--- config.mk ---
export PLATFORM = sky130hd
export DESIGN_NAME = drs_decoder
export DESIGN_NICKNAME = d
export VERILOG_FILES = /design/src/logic/drs_pkg.sv /design/src/logic/drs_pin_sync.sv /design/src/logic/drs_decoder.sv
export VERILOG_INCLUDE_DIRS = /design/src /design/src/logic
export SDC_FILE = /design/constraint.sdc
export NUM_CORES = 1
export LEC_CHECK = 0
export ABC_AREA = 1
export BUFFER_PORTS_ARGS = -buffer_cell sky130_fd_sc_hd__buf_2
export CORE_MARGIN = 2
export CORE_UTILIZATION = 40
export DETAILED_ROUTE_END_ITERATION = 10
export SYNTH_ARGS = -nofsm -noshare
export SYNTH_HDL_FRONTEND = slang
export SYNTH_SLANG_ARGS = --single-unit
--- constraint.sdc ---
create_clock -name clk_i -period 3.7 [get_ports clk_i]
set_clock_uncertainty 0.1 [all_clocks]
set_input_delay 0.185 -clock clk_i [delete_from_list [all_inputs] [get_ports clk_i]]
set_output_delay 0.185 -clock clk_i [all_outputs]
set_load 0.005 [all_outputs]
--- src/logic/drs_defs.svh ---
// offsets, field positions, reset values and codes of the readback/select decoder
`ifndef DRS_DEFS_SVH
`define DRS_DEFS_SVH

`define DRS_FRAME_BITS     5'h18
`define DRS_MODE_SPECIAL   2'h0
`define DRS_CODE_RB_SELECT 6'h05
`define DRS_CODE_AB0_WRITE 6'h06
`define DRS_CODE_AB1_WRITE 6'h07
`define DRS_CODE_AB_BLOCK  6'h0B
`define DRS_CODE_MONITOR   6'h0C
`define DRS_CODE_GPIO      6'h0D

`define DRS_CH_ADDR_FIRST  6'h08
`define DRS_CH_ADDR_LAST   6'h17

`define DRS_GLB_CONTROL    8'h01
`define DRS_GLB_OFS_ZERO   8'h02
`define DRS_GLB_OFS_ONE    8'h03
`define DRS_GLB_AB_LOW     8'h06
`define DRS_GLB_AB_HIGH    8'h07
`define DRS_GLB_GPIO       8'h0B

`define DRS_RB_GLOBAL_BIT  15
`define DRS_MON_EN_BIT     5
`define DRS_MON_PIN_BIT    4
`define DRS_GPIO_DIR_BIT   1
`define DRS_GPIO_VAL_BIT   0

`define DRS_AB_RESET       8'h00
`define DRS_MON_CH_RESET   4'h0
`define DRS_PIN_RESET      4'h2

`endif

--- src/logic/drs_pkg.sv ---
// types shared by the readback/select decoder
`default_nettype none
package drs_pkg;

  typedef enum logic [3:0] {
    DRS_RB_NONE        = 4'h0,
    DRS_RB_INPUT_A     = 4'h1,
    DRS_RB_INPUT_B     = 4'h2,
    DRS_RB_OFFSET_TRIM = 4'h3,
    DRS_RB_GAIN_TRIM   = 4'h4,
    DRS_RB_CONTROL     = 4'h5,
    DRS_RB_OFS_ZERO    = 4'h6,
    DRS_RB_OFS_ONE     = 4'h7,
    DRS_RB_AB_LOW      = 4'h8,
    DRS_RB_AB_HIGH     = 4'h9,
    DRS_RB_GPIO        = 4'hA,
    DRS_RB_RESERVED    = 4'hB
  } drs_rb_src_t;

  typedef enum logic {
    DRS_FR_IDLE  = 1'b0,
    DRS_FR_SHIFT = 1'b1
  } drs_frame_state_t;

endpackage
`default_nettype wire

--- src/logic/drs_pin_sync.sv ---
// three-stage synchroniser that accepts a change once stages two and three agree
`timescale 1ns/1ns
`default_nettype none
module drs_pin_sync #(
  parameter int unsigned      WIDTH     = 4,
  parameter logic [WIDTH-1:0] RESET_VAL = '0
) (
  input  wire logic             clk_i,
  input  wire logic             reset_n_i,
  input  wire logic [WIDTH-1:0] pin_i,
  output logic      [WIDTH-1:0] level_o
);

  generate
    for (genvar i = 0; i < WIDTH; i++) begin : g_bit
      logic stage1;
      logic stage2;
      logic stage3;
      // stage1 feeds stage2 only; the filter looks at stages two and three
      always_ff @(posedge clk_i or negedge reset_n_i) begin
        if (!reset_n_i) begin
          stage1     <= RESET_VAL[i];
          stage2     <= RESET_VAL[i];
          stage3     <= RESET_VAL[i];
          level_o[i] <= RESET_VAL[i];
        end else begin
          stage1 <= pin_i[i];
          stage2 <= stage1;
          stage3 <= stage2;
          if (stage2 == stage3) begin
            level_o[i] <= stage3;
          end
        end
      end
    end
  endgenerate

endmodule
`default_nettype wire

--- src/logic/drs_decoder.sv ---
// serial frame decoder for monitor, pin, readback address and A/B select commands
`timescale 1ns/1ns
`default_nettype none
`include "drs_defs.svh"
module drs_decoder (
  input  wire logic                 clk_i,
  input  wire logic                 reset_n_i,
  input  wire logic                 sclk_i,
  input  wire logic                 sync_n_i,
  input  wire logic                 sdi_i,
  output logic                      sdo_o,
  output logic                      sdo_oe_o,
  input  wire logic                 gpio_pin_i,
  output logic                      gpio_pin_o,
  output logic                      gpio_pin_oe_o,
  output logic                      mon_enable_o,
  output logic                      mon_pin_mode_o,
  output logic                      monitor_pin_first_o,
  output logic                      monitor_pin_second_o,
  output logic [3:0]                mon_channel_o,
  output logic [15:0]               calc_sel_b_o,
  output drs_pkg::drs_rb_src_t      rb_src_o,
  output logic [3:0]                rb_channel_o,
  input  wire logic [15:0]          rb_data_i
);

  logic [3:0]                  pin_level;
  logic                        sclk_s;
  logic                        sync_n_s;
  logic                        sdi_s;
  logic                        gpio_level;
  logic                        sclk_q;
  logic                        sync_q;
  logic                        sclk_fall;
  logic                        sclk_rise;
  logic                        frame_start;
  logic                        frame_stop;
  logic                        frame_end;
  drs_pkg::drs_frame_state_t   state;
  logic [4:0]                  bit_cnt;
  logic [23:0]                 rx_word;
  logic [23:0]                 shift_out;
  logic                        rb_pending;
  logic                        is_special;
  logic [5:0]                  code;
  logic [15:0]                 field;
  logic                        cmd_rb;
  drs_pkg::drs_rb_src_t        next_rb_src;
  logic [15:0]                 rb_value;
  logic [15:0]                 ab_sel;
  logic                        mon_pin_sel;

  // readback address decode; low seven bits never take part
  function automatic drs_pkg::drs_rb_src_t rb_decode(input logic [15:0] f);
    drs_pkg::drs_rb_src_t src;
    src = drs_pkg::DRS_RB_RESERVED;
    if (!f[`DRS_RB_GLOBAL_BIT]) begin
      if (f[12:7] >= `DRS_CH_ADDR_FIRST && f[12:7] <= `DRS_CH_ADDR_LAST) begin
        unique case (f[14:13])
          2'h0: src = drs_pkg::DRS_RB_INPUT_A;
          2'h1: src = drs_pkg::DRS_RB_INPUT_B;
          2'h2: src = drs_pkg::DRS_RB_OFFSET_TRIM;
          2'h3: src = drs_pkg::DRS_RB_GAIN_TRIM;
        endcase
      end
    end else begin
      case (f[14:7])
        `DRS_GLB_CONTROL:  src = drs_pkg::DRS_RB_CONTROL;
        `DRS_GLB_OFS_ZERO: src = drs_pkg::DRS_RB_OFS_ZERO;
        `DRS_GLB_OFS_ONE:  src = drs_pkg::DRS_RB_OFS_ONE;
        `DRS_GLB_AB_LOW:   src = drs_pkg::DRS_RB_AB_LOW;
        `DRS_GLB_AB_HIGH:  src = drs_pkg::DRS_RB_AB_HIGH;
        `DRS_GLB_GPIO:     src = drs_pkg::DRS_RB_GPIO;
        default:           src = drs_pkg::DRS_RB_RESERVED;
      endcase
    end
    return src;
  endfunction

  // pins arrive from another clock domain
  drs_pin_sync #(
    .WIDTH     (4),
    .RESET_VAL (`DRS_PIN_RESET)
  ) u_pin_sync (
    .clk_i     (clk_i),
    .reset_n_i (reset_n_i),
    .pin_i     ({gpio_pin_i, sdi_i, sync_n_i, sclk_i}),
    .level_o   (pin_level)
  );

  assign sclk_s     = pin_level[0];
  assign sync_n_s   = pin_level[1];
  assign sdi_s      = pin_level[2];
  assign gpio_level = pin_level[3];

  // edge history of the filtered serial clock and frame signal
  always_ff @(posedge clk_i or negedge reset_n_i) begin
    if (!reset_n_i) begin
      sclk_q <= 1'b0;
      sync_q <= 1'b1;
    end else begin
      sclk_q <= sclk_s;
      sync_q <= sync_n_s;
    end
  end

  assign sclk_fall   = sclk_q & ~sclk_s;
  assign sclk_rise   = ~sclk_q & sclk_s;
  assign frame_start = sync_q & ~sync_n_s;
  assign frame_stop  = ~sync_q & sync_n_s;
  // short or long frames are dropped whole
  assign frame_end   = frame_stop && state == drs_pkg::DRS_FR_SHIFT && bit_cnt == `DRS_FRAME_BITS;

  // frame state
  always_ff @(posedge clk_i or negedge reset_n_i) begin
    if (!reset_n_i) begin
      state <= drs_pkg::DRS_FR_IDLE;
    end else begin
      unique case (state)
        drs_pkg::DRS_FR_IDLE:  if (frame_start) state <= drs_pkg::DRS_FR_SHIFT;
        drs_pkg::DRS_FR_SHIFT: if (frame_stop) state <= drs_pkg::DRS_FR_IDLE;
      endcase
    end
  end

  // input shifter, data taken on falling serial clock, msb first
  always_ff @(posedge clk_i or negedge reset_n_i) begin
    if (!reset_n_i) begin
      bit_cnt <= 5'h00;
      rx_word <= 24'h000000;
    end else if (frame_start) begin
      bit_cnt <= 5'h00;
    end else if (state == drs_pkg::DRS_FR_SHIFT && sclk_fall) begin
      rx_word <= {rx_word[22:0], sdi_s};
      if (bit_cnt <= `DRS_FRAME_BITS) begin
        bit_cnt <= bit_cnt + 5'h01; // counts one past full to flag overlong frames
      end
    end
  end

  // command fields of the received frame
  assign is_special  = rx_word[23:22] == `DRS_MODE_SPECIAL;
  assign code        = rx_word[21:16];
  assign field       = rx_word[15:0];
  assign cmd_rb      = frame_end && is_special && code == `DRS_CODE_RB_SELECT;
  assign next_rb_src = rb_decode(field);

  // readback request; served by the very next complete frame
  always_ff @(posedge clk_i or negedge reset_n_i) begin
    if (!reset_n_i) begin
      rb_pending   <= 1'b0;
      rb_src_o     <= drs_pkg::DRS_RB_NONE;
      rb_channel_o <= 4'h0;
    end else if (frame_end) begin
      rb_pending <= cmd_rb;
      if (cmd_rb) begin
        rb_src_o     <= next_rb_src;
        rb_channel_o <= 4'(field[12:7] - `DRS_CH_ADDR_FIRST);
      end
    end
  end

  // readback word; reserved codes shift out zero
  always_comb begin
    unique case (rb_src_o)
      drs_pkg::DRS_RB_AB_LOW:   rb_value = {8'h00, ab_sel[7:0]};
      drs_pkg::DRS_RB_AB_HIGH:  rb_value = {8'h00, ab_sel[15:8]};
      drs_pkg::DRS_RB_GPIO:     rb_value = {15'h0000, gpio_level};
      drs_pkg::DRS_RB_NONE:     rb_value = 16'h0000;
      drs_pkg::DRS_RB_RESERVED: rb_value = 16'h0000;
      default:                  rb_value = rb_data_i;
    endcase
  end

  // output shifter, loaded at frame start, moves on rising serial clock
  always_ff @(posedge clk_i or negedge reset_n_i) begin
    if (!reset_n_i) begin
      shift_out <= 24'h000000;
    end else if (frame_start) begin
      shift_out <= rb_pending ? {8'h00, rb_value} : 24'h000000;
    end else if (state == drs_pkg::DRS_FR_SHIFT && sclk_rise) begin
      shift_out <= {shift_out[22:0], 1'b0};
    end
  end

  assign sdo_o    = shift_out[23];
  assign sdo_oe_o = state == drs_pkg::DRS_FR_SHIFT && rb_pending;

  // A/B select registers, one bit per channel
  always_ff @(posedge clk_i or negedge reset_n_i) begin
    if (!reset_n_i) begin
      ab_sel <= {`DRS_AB_RESET, `DRS_AB_RESET};
    end else if (frame_end && is_special) begin
      if (code == `DRS_CODE_AB0_WRITE) begin
        ab_sel[7:0] <= field[7:0];
      end else if (code == `DRS_CODE_AB1_WRITE) begin
        ab_sel[15:8] <= field[7:0];
      end else if (code == `DRS_CODE_AB_BLOCK) begin
        ab_sel <= (field[7:0] == 8'h00) ? 16'h0000 : 16'hFFFF;
      end
    end
  end

  assign calc_sel_b_o = ab_sel;

  // monitor selection; channel kept while pin mode is chosen
  always_ff @(posedge clk_i or negedge reset_n_i) begin
    if (!reset_n_i) begin
      mon_enable_o   <= 1'b0;
      mon_pin_mode_o <= 1'b0;
      mon_pin_sel    <= 1'b0;
      mon_channel_o  <= `DRS_MON_CH_RESET;
    end else if (frame_end && is_special && code == `DRS_CODE_MONITOR) begin
      mon_enable_o   <= field[`DRS_MON_EN_BIT];
      mon_pin_mode_o <= field[`DRS_MON_PIN_BIT];
      mon_pin_sel    <= field[0];
      if (!field[`DRS_MON_PIN_BIT]) begin
        mon_channel_o <= field[3:0];
      end
    end
  end

  // pin routing only when monitoring is on in pin mode
  assign monitor_pin_first_o  = mon_enable_o & mon_pin_mode_o & ~mon_pin_sel;
  assign monitor_pin_second_o = mon_enable_o & mon_pin_mode_o & mon_pin_sel;

  // general-purpose pin; only the two lowest field bits matter
  always_ff @(posedge clk_i or negedge reset_n_i) begin
    if (!reset_n_i) begin
      gpio_pin_oe_o <= 1'b0;
      gpio_pin_o    <= 1'b0;
    end else if (frame_end && is_special && code == `DRS_CODE_GPIO) begin
      gpio_pin_oe_o <= field[`DRS_GPIO_DIR_BIT];
      if (field[`DRS_GPIO_DIR_BIT]) begin
        gpio_pin_o <= field[`DRS_GPIO_VAL_BIT];
      end
    end
  end

  a_ab_low_write: assert property (@(posedge clk_i) disable iff (!reset_n_i)
    frame_end && is_special && code == `DRS_CODE_AB0_WRITE
    |=> calc_sel_b_o[7:0] == $past(field[7:0]) && $stable(calc_sel_b_o[15:8]))
    else $error("low select register not written");

  a_ab_block_write: assert property (@(posedge clk_i) disable iff (!reset_n_i)
    frame_end && is_special && code == `DRS_CODE_AB_BLOCK
    |=> calc_sel_b_o == (($past(field[7:0]) == 8'h00) ? 16'h0000 : 16'hFFFF))
    else $error("block write gave wrong select bits");

  a_gpio_drive: assert property (@(posedge clk_i) disable iff (!reset_n_i)
    frame_end && is_special && code == `DRS_CODE_GPIO && field[1]
    |=> gpio_pin_oe_o && gpio_pin_o == $past(field[0]))
    else $error("pin not driven at commanded level");

  a_gpio_input: assert property (@(posedge clk_i) disable iff (!reset_n_i)
    frame_end && is_special && code == `DRS_CODE_GPIO && !field[1]
    |=> !gpio_pin_oe_o [*2])
    else $error("pin driven while set as input");

  a_mon_pin_route: assert property (@(posedge clk_i) disable iff (!reset_n_i)
    frame_end && is_special && code == `DRS_CODE_MONITOR && field[5] && field[4]
    |=> monitor_pin_second_o == $past(field[0]) && monitor_pin_first_o != $past(field[0]))
    else $error("wrong monitor pin routed");

  a_mon_chan_keep: assert property (@(posedge clk_i) disable iff (!reset_n_i)
    frame_end && is_special && code == `DRS_CODE_MONITOR && field[4]
    |=> $stable(mon_channel_o))
    else $error("channel changed in pin mode");

  a_mon_chan_set: assert property (@(posedge clk_i) disable iff (!reset_n_i)
    frame_end && is_special && code == `DRS_CODE_MONITOR && !field[4]
    |=> mon_channel_o == $past(field[3:0]))
    else $error("monitored channel not taken");

  a_rb_reserved: assert property (@(posedge clk_i) disable iff (!reset_n_i)
    cmd_rb && rb_decode(field) == drs_pkg::DRS_RB_RESERVED
    |=> $stable(calc_sel_b_o) && $stable(gpio_pin_oe_o) && $stable(mon_channel_o))
    else $error("reserved readback changed state");

  a_rb_gpio_load: assert property (@(posedge clk_i) disable iff (!reset_n_i)
    frame_start && rb_pending && rb_src_o == drs_pkg::DRS_RB_GPIO
    |=> shift_out == {23'h000000, $past(gpio_level)})
    else $error("pin level not loaded for readback");

endmodule
`default_nettype wire

# Word level (Yosys, flattened, before mapping)
# Cells that the tools add are included.
# totals
input_bits	22
word_cells	125
output_inout_bits	36
ff_bits	106
# op_classes
n_mux	19
n_reduce_logical	27
eq_ne	25
n_bitwise	16
order_cmp	3
n_addsub	2
# ops
cell	n
$pmux 16 s4	1
$mux 16	3
$mux 24	2
$mux 8	3
$pmux 4 s6	1
$eq 6x3->1 const B	3
$eq 6x4->1 const B	3
$eq 4x4->1 const B	4
$eq 8x2->1 const B	2
$eq 8x3->1 const B	2
$pmux 4 s4	1
$mux 5	3
$logic_and 1x1->1	10
$reduce_and 2->1	5
$reduce_bool 2->1	5
$not 1->1	9
$eq 8x1->1 const B	1
$eq 8x4->1 const B	1
$logic_not 8->1	1
$mux 4	2
$and 1x1->1	7
$ge 6x4->1 const B	1
$le 6x5->1 const B	1
$reduce_and 3->1	2
13 further kinds	19

# Logic depth before layout (Yosys ltp)
# logic_depth
depth_word	7
ltp_mapped	11
mapped_depth_nobuf	10

# Hierarchy
# From an unflattened synthesis, not the netlist that was laid out.
# hier_totals
cells_unflattened	575
area_unflattened_um2	4869.7
# modules_own_cells
mod	seq_area_each_um2	cells_per_inst	area_per_inst_um2	instances
drs_decoder	2253.4	543	4399.2	1
drs_pin_sync	405.4	32	470.5	1

# Worst setup path before layout
# Ideal clock, no wire load.
# synth_path
kind	register -> register
startpoint	register bit_cnt[0]
endpoint	register rb_channel_o[3]
stages_incl_launch_ff	11
setup_time_ps	122
t_required_ps	3478
synth_period_minus_slack_ps	1529
t_arrival_ps	1308
n_path_buf	1
slack_ps	2171
cell_sequence	dfrtp_1 -> inv_1 -> ha_1 -> nand2_2 -> nor2_4 -> nand3_4 -> nor2_4 -> inv_2 -> buf_6 -> nand2_2 -> o21ai_2
# synth_via
elab_chain_cells	5
# synth_rtl
element	line_no	rtl
start, declared	drs_decoder.sv:40	logic [4:0] bit_cnt;
start signal, assigned	drs_decoder.sv:136	bit_cnt <= bit_cnt + 5'h01;
$eq 5x5->1 (no source line) *	--	
$logic_and 1x1->1 (no source line) *	--	
$logic_and 1x1->1	drs_decoder.sv:145	assign cmd_rb = frame_end && is_special && code == `DRS_CODE_RB_SELECT;
$logic_and 1x1->1 (no source line)	--	
$reduce_and 2->1 (no source line) *	--	
end signal, assigned	drs_decoder.sv:158	rb_channel_o <= 4'(field[12:7] - `DRS_CH_ADDR_FIRST);
end, declared	drs_decoder.sv:23	output logic [3:0] rb_channel_o,
# Mark *: on every way between the ends. The rest lies on a longest branch, timed or not.
# A chain may end at the register's enable or synchronous reset.

# Final worst setup path
# layout_path
startpoint	register u_pin_sync.level_o[1]
endpoint	register shift_out[21]
# layout_via
elab_chain_cells	3
word_cells_on_any_way	4
cone_classes	mux (1); bitwise (2); reduce/logical (1)
# layout_rtl
element	line_no	rtl
start, declared	drs_pin_sync.sv:11	output logic [WIDTH-1:0] level_o
start signal, assigned by index	drs_pin_sync.sv:25	level_o[i] <= RESET_VAL[i];
start signal, assigned by index	drs_pin_sync.sv:31	level_o[i] <= stage3;
$not 1->1 *	drs_decoder.sv:109	assign frame_start = sync_q & ~sync_n_s;
$and 1x1->1 *	drs_decoder.sv:109	
$mux 24 or $reduce_bool 2->1 (tied branches)	--	
end signal, assigned	drs_decoder.sv:180	shift_out <= rb_pending ? {8'h00, rb_value} : 24'h000000;
end signal, assigned	drs_decoder.sv:182	shift_out <= {shift_out[22:0], 1'b0};
end, declared	drs_decoder.sv:42	logic [23:0] shift_out;
# Marked as above.

==> flow_summary.toml <==
[run_status]
status = "finished, final reports clean"

[place]
gp_congestion = 0.8047
dp.cells = 791
portBuffers = 57
dpl.hpwl_mm = 7.870
dp_slack_ns = 1.709

[critical_path]
arrival_ns = 2.15
worstSetupPathType = "reg2reg"
crit_fanout = 28
crit_required_ns = 3.85
end_kind = "flip-flop"
startpoint_type = "flip-flop"

[clock_tree]
cts_setup_buffers = 0
cts.sinks = 106
clk_pin_slew_worst_paths_ns = 0.07
h-tree-depth = 3
cts_tree = "yes"
numCtsBuffers = 9
clk_latency_ns = 0.35
cts_buffer_depth = 2
cts_root_buffer = "clkbuf_16"

[timing]
setup_viol = 0
fin_crit_sh = 0.5406
setup_ws_ns = 1.700
slew_headroom = 0.3222
timing.fmax_ghz = 0.4999
rsz0062_at_grt = "false"
hold_slack_ns = 0.01177
hold_violations = 0
worst_pin_slew_ns = 1.017
fin_crit_ns = 2.000
finalMaxSlewViolations = 0
tns_ns = 0

[routing]
drtPass1Iterations = 5
drtIter0Drc = 315
post_drt_wl_per_cell_um = 13.52
avgViaCountPerCell = 4.880
drt-total-wl_mm = 11.03
ant_nets = 0
drc = 0
num_vias = 3982

[synth]
syn_inst = 578
syn_area_per_cell_um2 = 8.611
synth_compound_area_frac = 0.1078
yosys.area.top_type = "dfrtp_1"
synth_top_area_frac = 0.5078
synthFlopType = "dfrtp_1"
ys_seq_elements = 106
synth_most_common_cell = "nand2_1"
async_reset_ff_frac = 1.000
synth_edf_count = 0
synth.distinct_cells = 36
ys_seq_area_frac = 0.5342
synth_top_family_by_area = "simple AND/OR/NAND/NOR gates"
syn-cell-area_um2 = 4977
synthTopCellsByArea = "dfrtp_1 (51%), nand2_1 (12%), nand3_1 (5.7%), o21ai_0 (4.6%), inv_1 (4.1%)"
synthTopCellsByCount = "nand2_1 (156), dfrtp_1 (101), nand3_1 (57)"
yosysWarningCount = 0
syn-num-nets = 606
synthAdderAreaFrac = 0.02313
synth-simple-area-share = 0.2627
muxShareOfSynthArea = 0
synth-xor-area-share = 0

[floorplan]
num_rows = 40
io_pins = 58
core_area_um2 = 12060
start_util = 0.4127
die_h_um = 115.6
die_w_um = 115.6
dieArea_um2 = 13350

[layout]
diodes = 0
fillers = 1184
drive_above_1_share = 0.1806
fin_cells = 816
fin_nets = 671
regArea_um2 = 2659
multiInputGateArea_um2 = 1959
syn_to_final_growth_pct = 16.34

[global_route]
grt_pass1_vias = 3697
grt_overflow_total = 0
antenna_found_initial = 0
grt_pass1_wl_mm = 18.44
grt_max_degree = 82
grt_use_total = 0.1773

[pwr]
ir_drop_mv = 0.3062
power_leakage_uw = 0.002861
p_per_area_nw_per_um2 = 522.9

[job]
max_cap_violations = 0

[hold_path]
hold_class = "in2reg"
[logic make-up after synthesis]
| kind of cell | count (synthesis) |
|---|---|
| AND/OR/NAND/NOR | 287 |
| flip-flops | 106 |
| AO/OA/AOI/OAI | 97 |
| buffers and inverters | 78 |
| adder cells (fa/ha/maj) | 10 |
[layer usage]
layer	GRT usage	routed length (µm)
met2	0.2577	4700
met3	0.04707	596
met4	0.05301	166
met1	0.2605	5569
met5	0	0
[final timing paths]
kind                            cells after the start  slack [ns]                  startpoint                         end
max in group asynchronous                           3        2.12                   reset_n_i                  bit_cnt[1]
worst min register to register                      0        0.25  u_pin_sync.g_bit[3].stage1  u_pin_sync.g_bit[3].stage2
min in group asynchronous                           2        0.45                   reset_n_i                 rb_src_o[3]
worst min-delay path                                3        0.01                rb_data_i[9]                shift_out[9]
worst max-delay path                                7        1.70       u_pin_sync.level_o[1]               shift_out[21]
worst max register to register                      7        1.70       u_pin_sync.level_o[1]               shift_out[21]
[where the power goes]
| part | total [µW] | switching [µW] | leakage [µW] | internal [µW] |
|---|---|---|---|---|
| registers | 1460 | 141 | 0.00138 | 1320 |
| clock network | 1020 | 404 | 0.000154 | 611 |
| logic | 551 | 367 | 0.00132 | 183 |
| total | 3030 | 912 | 0.00286 | 2120 |
[final cells by class]
cell class,instances,area share
well taps,168,0.03630
flip-flops and latches,106,0.4592
clock buffers,13,0.04322
multi-input cells,394,0.3384
inverters,62,0.04127
repair buffers,70,0.07044
clock inverters,3,0.01124
[critical path, stage by stage (launching register included)]
cell	delay, ns
dfstp_2	0.58
nor2_4	0.07
inv_2	0.33
nand2_1	0.29
buf_4	0.27
inv_1	0.13
nand2_1	0.07
o31ai_1	0.07
[flip-flops by register name (all words and copies together), names as in the netlist, 5 cells and up]
name,flops
rx_word,24
shift_out,24
bit_cnt,5
calc_sel_b_o,16
[timing repair]
| item | 4_1_cts | 5_1_grt |
|---|---|---|
| hold buffers | 9 | 0 |
| gates resized for setup | 0 | 0 |
| endpoints found under the setup margin | 0 | 0 |
| hold endpoints to repair | 83 | 0 |
[layout by cell type, fill, tap and decap left out, types with 7 or more instances in the layout]
cell type / instances
a21oi_1: 18
buf_2: 56
clkbuf_16: 9
dfrtp_1: 101
dlygate4sd3_1: 9
inv_1: 54
nand2_1: 156
nand2_2: 7
nand3_1: 57
nand4_1: 12
nor2_1: 37
o21ai_0: 46
o21ai_1: 17
[through the flow]
| stage | instance area (µm²) | power (µW) | util |
|---|---|---|---|
| floorplan | 4977 | 1849 | - |
| global placement | 5385 | 1997 | 0.4465 |
| detailed placement | 5385 | 2024 | 0.4465 |
| CTS | 5791 | 3060 | 0.4801 |
| global route | 5791 | 3224 | 0.4801 |
| finish | 5791 | 3028 | 0.4801 |
(Power assumes the default switching activity.)
